File: src/rpss_map.svh
// offsets, field positions, reset values and timing figures of the rom port block
`ifndef RPSS_MAP_SVH
`define RPSS_MAP_SVH

`define RPSS_CLK_HZ 200000000
`define RPSS_SLOW_HZ 30000000
`define RPSS_FAST_HZ 60000000
`define RPSS_HALF_CYC(hz) ((`RPSS_CLK_HZ + 2 * (hz) - 1) / (2 * (hz)))
`define RPSS_HALF_SLOW `RPSS_HALF_CYC(`RPSS_SLOW_HZ)
`define RPSS_HALF_FAST `RPSS_HALF_CYC(`RPSS_FAST_HZ)
`define RPSS_DIV_W 4
`define RPSS_SLOT_CFG_ADDR 8'ha5
`define RPSS_SLOT_FET_LSB 0
`define RPSS_SLOT_FET_MSB 3
`define RPSS_STRAP_RST 1'h0
`define RPSS_PD_RST 1'h1

`endif

File: src/rpss_pkg.sv
// types shared by the rom port block
package rpss_pkg;
  typedef enum logic [1:0] {
    RPSS_ST_CAPTURE = 2'b00,
    RPSS_ST_RUN = 2'b01,
    RPSS_ST_SUSPEND = 2'b10
  } rpss_state_t;
  typedef enum logic {
    RPSS_SPD_SLOW = 1'b0,
    RPSS_SPD_FAST = 1'b1
  } rpss_speed_t;
endpackage

File: src/rpss_sclk_if.sv
// link between the port controller and the serial clock generator
`timescale 1ns/1ps
interface rpss_sclk_if;
  logic fast;
  logic run;
  logic sclk;
  logic rise;
  modport gen (input fast, input run, output sclk, output rise);
  modport user (output fast, output run, input sclk, input rise);
endinterface

File: src/rpss_sclk_gen.sv
// serial rom clock divider, rate picked by the speed strap
`timescale 1ns/1ps
`include "rpss_map.svh"
module rpss_sclk_gen
  import rpss_pkg::*;
#(
  parameter int DIV_W = `RPSS_DIV_W
) (
  // clock and synchronised reset
  input wire logic clk,
  input wire logic rst_sync_n,
  // controller side
  rpss_sclk_if.gen sc
);
  localparam logic [DIV_W-1:0] HALF_FAST = DIV_W'(`RPSS_HALF_FAST);
  localparam logic [DIV_W-1:0] HALF_SLOW = DIV_W'(`RPSS_HALF_SLOW);

  logic [DIV_W-1:0] cnt_q, cnt_d;
  logic sclk_q, sclk_d;
  logic [DIV_W-1:0] half;
  logic wrap;

  assign half = sc.fast ? HALF_FAST : HALF_SLOW;
  assign wrap = (cnt_q == half - DIV_W'(1));
  assign cnt_d = (!sc.run || wrap) ? '0 : cnt_q + DIV_W'(1);
  assign sclk_d = sc.run & (wrap ? ~sclk_q : sclk_q);
  assign sc.sclk = sclk_q;
  assign sc.rise = sc.run & wrap & ~sclk_q;

  always_ff @(posedge clk or negedge rst_sync_n) begin
    if (!rst_sync_n) begin
      cnt_q <= '0;
      sclk_q <= 1'b0;
    end else begin
      cnt_q <= cnt_d;
      sclk_q <= sclk_d;
    end
  end
endmodule

File: src/rpss_rom_port_ctl.sv
// serial rom pin control with reset speed strap, misc output and slot power
`timescale 1ns/1ps
`include "rpss_map.svh"
// Functional notes
// - in reset, data pin undriven, pull-down on
// - latch data pin level at reset release
// - then pin returns to serial data out
// - pull-down off after reset release
// - strap 0 gives 30 MHz, 1 gives 60; the divider yields 25 MHz and 50 MHz
// - strap 1 in suspend floats data pin
// - strap 0 in suspend drives pin low
// - misc pin is an output from logic
// - slot power follows config bits 3..0
// - serial clock low throughout reset
// - chip select active low, high in suspend
module rpss_rom_port_ctl
  import rpss_pkg::*;
(
  // clock and reset
  input wire logic clk,
  input wire logic rst_n,
  // chip state and core requests
  input wire logic suspend,
  input wire logic rom_if_enable,
  input wire logic core_rom_select,
  input wire logic core_rom_clk_run,
  input wire logic core_rom_data_out,
  input wire logic core_gpo_value,
  input wire logic [7:0] slot_power_cfg,
  // serial rom pins
  output logic rom_clk_o,
  output logic rom_cs_n_o,
  input wire logic eeprom_data_pin_i,
  output logic eeprom_data_pin_o,
  output logic eeprom_data_pin_oe,
  output logic eeprom_data_pin_pd_en,
  input wire logic rom_data_in_pin,
  // status to the core
  output logic rom_speed_strap,
  output logic rom_data_in,
  output logic rom_clk_rise,
  // misc pins
  output logic general_purpose_output,
  output logic card_slot_power_drive
);
  logic rst_meta_q, rst_sync_q;
  rpss_state_t state_q, state_d;
  logic strap_q, strap_d;
  logic pin_o_q, pin_o_d;
  logic pin_oe_q, pin_oe_d;
  logic pd_q, pd_d;
  logic cs_n_q, cs_n_d;
  logic gpo_q;
  logic slot_q, slot_d;
  logic din_q;
  logic in_capture, in_run, in_susp;

  rpss_sclk_if sc_if ();

  rpss_sclk_gen #(
    .DIV_W(`RPSS_DIV_W)
  ) u_sclk (
    .clk(clk),
    .rst_sync_n(rst_sync_q),
    .sc(sc_if.gen)
  );

  // reset release through two flops
  always_ff @(posedge clk or negedge rst_n) begin
    if (!rst_n) begin
      rst_meta_q <= 1'b0;
      rst_sync_q <= 1'b0;
    end else begin
      rst_meta_q <= 1'b1;
      rst_sync_q <= rst_meta_q;
    end
  end

  assign in_capture = (state_q == RPSS_ST_CAPTURE);
  assign in_run = (state_q == RPSS_ST_RUN);
  assign in_susp = (state_q == RPSS_ST_SUSPEND);

  always_comb begin
    case (state_q)
      RPSS_ST_CAPTURE: state_d = suspend ? RPSS_ST_SUSPEND : RPSS_ST_RUN;
      RPSS_ST_RUN: state_d = suspend ? RPSS_ST_SUSPEND : RPSS_ST_RUN;
      RPSS_ST_SUSPEND: state_d = suspend ? RPSS_ST_SUSPEND : RPSS_ST_RUN;
      default: state_d = RPSS_ST_CAPTURE;
    endcase
  end

  // strap sampled once, in the first cycle after release
  assign strap_d = in_capture ? eeprom_data_pin_i : strap_q;
  assign pin_oe_d = in_run | (in_susp & ~strap_q);
  assign pin_o_d = in_run & core_rom_data_out;
  assign pd_d = 1'b0;
  assign cs_n_d = ~(in_run & rom_if_enable & core_rom_select);
  assign slot_d = |slot_power_cfg[`RPSS_SLOT_FET_MSB:`RPSS_SLOT_FET_LSB];

  assign sc_if.fast = (rpss_speed_t'(strap_q) == RPSS_SPD_FAST);
  assign sc_if.run = in_run & rom_if_enable & core_rom_clk_run;

  always_ff @(posedge clk or negedge rst_sync_q) begin
    if (!rst_sync_q) begin
      state_q <= RPSS_ST_CAPTURE;
      strap_q <= `RPSS_STRAP_RST;
      pin_o_q <= 1'b0;
      pin_oe_q <= 1'b0;
      pd_q <= `RPSS_PD_RST;
      cs_n_q <= 1'b1;
      gpo_q <= 1'b0;
      slot_q <= 1'b0;
      din_q <= 1'b0;
    end else begin
      state_q <= state_d;
      strap_q <= strap_d;
      pin_o_q <= pin_o_d;
      pin_oe_q <= pin_oe_d;
      pd_q <= pd_d;
      cs_n_q <= cs_n_d;
      gpo_q <= core_gpo_value;
      slot_q <= slot_d;
      din_q <= rom_data_in_pin;
    end
  end

  assign rom_clk_o = sc_if.sclk;
  assign rom_clk_rise = sc_if.rise;
  assign rom_cs_n_o = cs_n_q;
  assign eeprom_data_pin_o = pin_o_q;
  assign eeprom_data_pin_oe = pin_oe_q;
  assign eeprom_data_pin_pd_en = pd_q;
  assign rom_speed_strap = strap_q;
  assign rom_data_in = din_q;
  assign general_purpose_output = gpo_q;
  assign card_slot_power_drive = slot_q;
endmodule

File: config.mk
export PLATFORM = sky130hd
export DESIGN_NAME = rpss_rom_port_ctl
export DESIGN_NICKNAME = d
export VERILOG_FILES = /design/src/rpss_pkg.sv /design/src/rpss_sclk_if.sv /design/src/rpss_sclk_gen.sv /design/src/rpss_rom_port_ctl.sv
export VERILOG_INCLUDE_DIRS = /design/src
export SDC_FILE = /design/constraint.sdc
export NUM_CORES = 1
export LEC_CHECK = 0
export BUFFER_PORTS_ARGS = -buffer_cell sky130_fd_sc_hd__clkbuf_2
export CAP_MARGIN = 20
export CORE_MARGIN = 8
export CORE_UTILIZATION = 30
export CTS_CLUSTER_DIAMETER = 100
export DETAILED_ROUTE_END_ITERATION = 8
export GPL_ROUTABILITY_DRIVEN = 0
export PLACE_DENSITY_LB_ADDON = 0.3
export REMOVE_ABC_BUFFERS = 1
export SLEW_MARGIN = 20
export SYNTH_ARGS = -nofsm -noshare
export SYNTH_HDL_FRONTEND = slang
export SYNTH_HIERARCHICAL = 1
export SYNTH_SLANG_ARGS = --single-unit
File: constraint.sdc
create_clock -name clk -period 1 [get_ports clk]
set_input_delay 0.05 -clock clk [delete_from_list [all_inputs] [get_ports clk]]
set_output_delay 0.05 -clock clk [all_outputs]
set_load 0.005 [all_outputs]
==> impl_metrics.env <==
export IMPL_status="finished, violations left"
export IMPL_violations="negative hold slack, negative setup slack"
export IMPL_timing_hold_ws_ns=-0.04590
export IMPL_cp_arrival_ns=1.28
export IMPL_yosysUniqueCellTypes=22
export IMPL_design_area_mm2=0.001017
export IMPL_crit_chain="nor2b_4 -> and3_4 -> nand2b_4 -> nor2_1 -> buf_2"
export IMPL_globalRouteTotalUtil=0.08127
export IMPL_worst_slack_ns=-0.3320
export IMPL_port_buffers=23
export IMPL_critPathSlowestCell="dfrtp_1"
export IMPL_clock_path_buffers=2
export IMPL_dieArea_mm2=0.003758
export IMPL_power_density_mw_per_mm2=1273
export IMPL_final_common_cell="clkbuf_2"
export IMPL_antenna_found_initial=0
export IMPL_top_register="u_sclk/cnt_q"
export IMPL_n_antenna_cell=0
export IMPL_drtAntennaViolNets=0
export IMPL_finalHoldViolCount=1
export IMPL_ios=28
export IMPL_viasPerCell=4.076
export IMPL_min_path_type="primary input to flip-flop"
export IMPL_clock_root_buffer="clkbuf_4"
export IMPL_fin_crit_sh=1.332
export IMPL_dr_pass1_iters=2
export IMPL_drt_initial_drc_count=1
export IMPL_skew_ns=0.007034
export IMPL_final_max_slew_viol_count=0
export IMPL_clock_sinks=17
export IMPL_fin_nets=112
export IMPL_wl_per_cell_um=11.70
export IMPL_path_depth=5
export IMPL_ys_ff_latch=17
export IMPL_synth_top_family_by_area="simple AND/OR/NAND/NOR gates"
export IMPL_grt_pass1_wl_um=2187
export IMPL_ys_seq_area_frac=0.6951
export IMPL_synth_xor_area_share=0.04268
export IMPL_syn_area_um2=615.6
export IMPL_cts_htree_levels=1
export IMPL_hold_path_cell_count=2
export IMPL_clkSlewWorstSetupHoldPaths_ns=0.10
export IMPL_synthAdderAreaFrac=0.02033
export IMPL_drive_gt1_frac=0.5217
export IMPL_top_regs="u_sclk/cnt_q x4, state_q x2"
export IMPL_placed_area_um2=829.5
export IMPL_grt_max_degree=12
export IMPL_postCtsHoldBufs=10
export IMPL_gr_total_overflow=0
export IMPL_fillCellCount=184
export IMPL_cp_buffers_inverters=1
export IMPL_place_ws_ns=-0.07989
export IMPL_reg2reg_depth=4
export IMPL_fp_dieH_um=61.30
export IMPL_rows=16
export IMPL_p_leak_nw=0.5269
export IMPL_grt_pass1_vias=553
export IMPL_synthMuxAreaShare=0.03455
export IMPL_core_mm2=0.001942
export IMPL_finalCriticalPeriod_ns=1.332
export IMPL_largest_register_ffs=4
export IMPL_worstPathMaxFanout=5
export IMPL_dieWidth_um=61.30
export IMPL_critPathKind="flip-flop to primary output"
export IMPL_syn_to_final_growth_pct=65.24
export IMPL_drcViolationCount=0
export IMPL_dp_hpwl_um=949.4
export IMPL_cp_required_ns=0.95
export IMPL_vdd_ir_drop_worst_mv=0.8888
export IMPL_syn_inst=45
export IMPL_rsz0062_at_grt="true"
export IMPL_maxCapViolations=0
export IMPL_yosysWarnings=6
export IMPL_setup_tns_final_ns=-0.6905
export IMPL_numCtsBuffers=3
export IMPL_avgSynthCellArea_um2=13.68
export IMPL_fmax_ghz=0.7508
export IMPL_final_cell_mix="clkbuf_2 (22), dfrtp_1 (15), dlygate4sd3_1 (10), buf_4 (8)"
export IMPL_synth_simple_gate_area_frac=0.1626
export IMPL_vias=485
export IMPL_finish_utilization=0.5238
export IMPL_clkLatencyLatePin_ns=0.28
export IMPL_finalSetupViolCount=5
export IMPL_cp_top_family="simple AND/OR/NAND/NOR gates"
export IMPL_initial_core_util=0.3170
export IMPL_crit_path_max_incr_delay_ns=0.41
export IMPL_setup_worst_path_start_class="flip-flop"
export IMPL_cts_tree="yes"
export IMPL_synth_compound_area_share=0.03252
export IMPL_wirelength_um=1392
export IMPL_worstSetupEndpointType="primary output"
-- power breakdown --
part           total [mW]  leakage [nW]  internal [mW]  switching, mW
Combinational       0.201         0.301          0.128         0.0724
Sequential          0.743         0.208          0.723         0.0207
Clock               0.350        0.0177          0.148          0.202
-- synth_stat cells, drive strengths merged --
cell type | count | area, um^2
and3 | 3 | 20.02
a21o | 1 | 7.510
or4 | 1 | 7.510
mux2 | 1 | 11.26
dfstp | 2 | 52.55
conb | 2 | 7.510
a21oi | 1 | 5.000
and2 | 2 | 12.51
ha | 1 | 12.51
nor2 | 4 | 15.01
xnor2 | 1 | 8.760
a21boi | 1 | 7.510
nand3 | 3 | 20.02
nand2 | 1 | 3.750
nand2b | 1 | 6.260
nor2b | 2 | 15.02
dfrtp | 15 | 375.4
xor2 | 2 | 17.52
mux2i | 1 | 10.01
-- worst paths after layout --
kind,startpoint,end,slack (ns)
worst max-delay path,state_q[1]$_DFF_PN0_,rom_clk_rise,-0.33
worst min-delay path,slot_power_cfg[1],card_slot_power_drive$_DFF_PN0_,-0.05
worst max register to register,u_sclk/cnt_q[1]$_DFF_PN0_,u_sclk/cnt_q[2]$_DFF_PN0_,-0.15
worst min register to register,rst_sync_q$_DFF_PN0_,card_slot_power_drive$_DFF_PN0_,0.09
max in group asynchronous,rst_sync_q$_DFF_PN0_,rom_cs_n_o$_DFF_PN1_,0.49
min in group asynchronous,rst_n,rst_meta_q$_DFF_PN0_,0.08
-- cell families (layout without fill, tap and decap cells) --
group | count (synthesis) | in the layout
other cells | 2 | 2
mux | 2 | 2
flops | 17 | 17
buf+inv | 0 | 47
compound gates | 3 | 3
xor+xnor | 3 | 3
fa+ha+maj | 1 | 1
simple gates | 17 | 17
-- metrics by stage --
stage                     cells  power [mW]
after CTS                   118       1.320
after global routing        119       1.364
after floorplan              45      0.7995
final                       119       1.295
after detailed placement    102      0.8998
after global placement      102      0.8965
-- layer usage --
layer | part of all wire | up-vias | wire [um] | global-route usage
met5 | 0 | - | 0 | 0
met4 | 0.0093 | 0 | 13 | 0.04983
met3 | 0.091 | 2 | 127 | 0.04384
met2 | 0.53 | 14 | 740 | 0.1433
met1 | 0.37 | 228 | 511 | 0.07039
li1 | - | 241 | - | -
-- area by class of cell --
| type | count | area, um^2 | share of cell area |
|---|---|---|---|
| timing repair buffer | 43 | 306.5 | 0.3014 |
| multi-input combinational | 28 | 221.5 | 0.2177 |
| sequential | 17 | 427.9 | 0.4207 |
| tap | 27 | 33.78 | 0.03321 |
| clock buffer | 3 | 22.52 | 0.02214 |
| clock inverter | 1 | 5.005 | 0.004920 |
-- timing repair --
action,4_1_cts,5_1_grt
endpoints found under the setup margin,8,13
setup buffers,2,5
pin swaps,2,3
gates resized for setup,8,5
hold endpoints to repair,9,1
gates cloned,0,0
No activity file was read; power rests on OpenSTA's default activity.
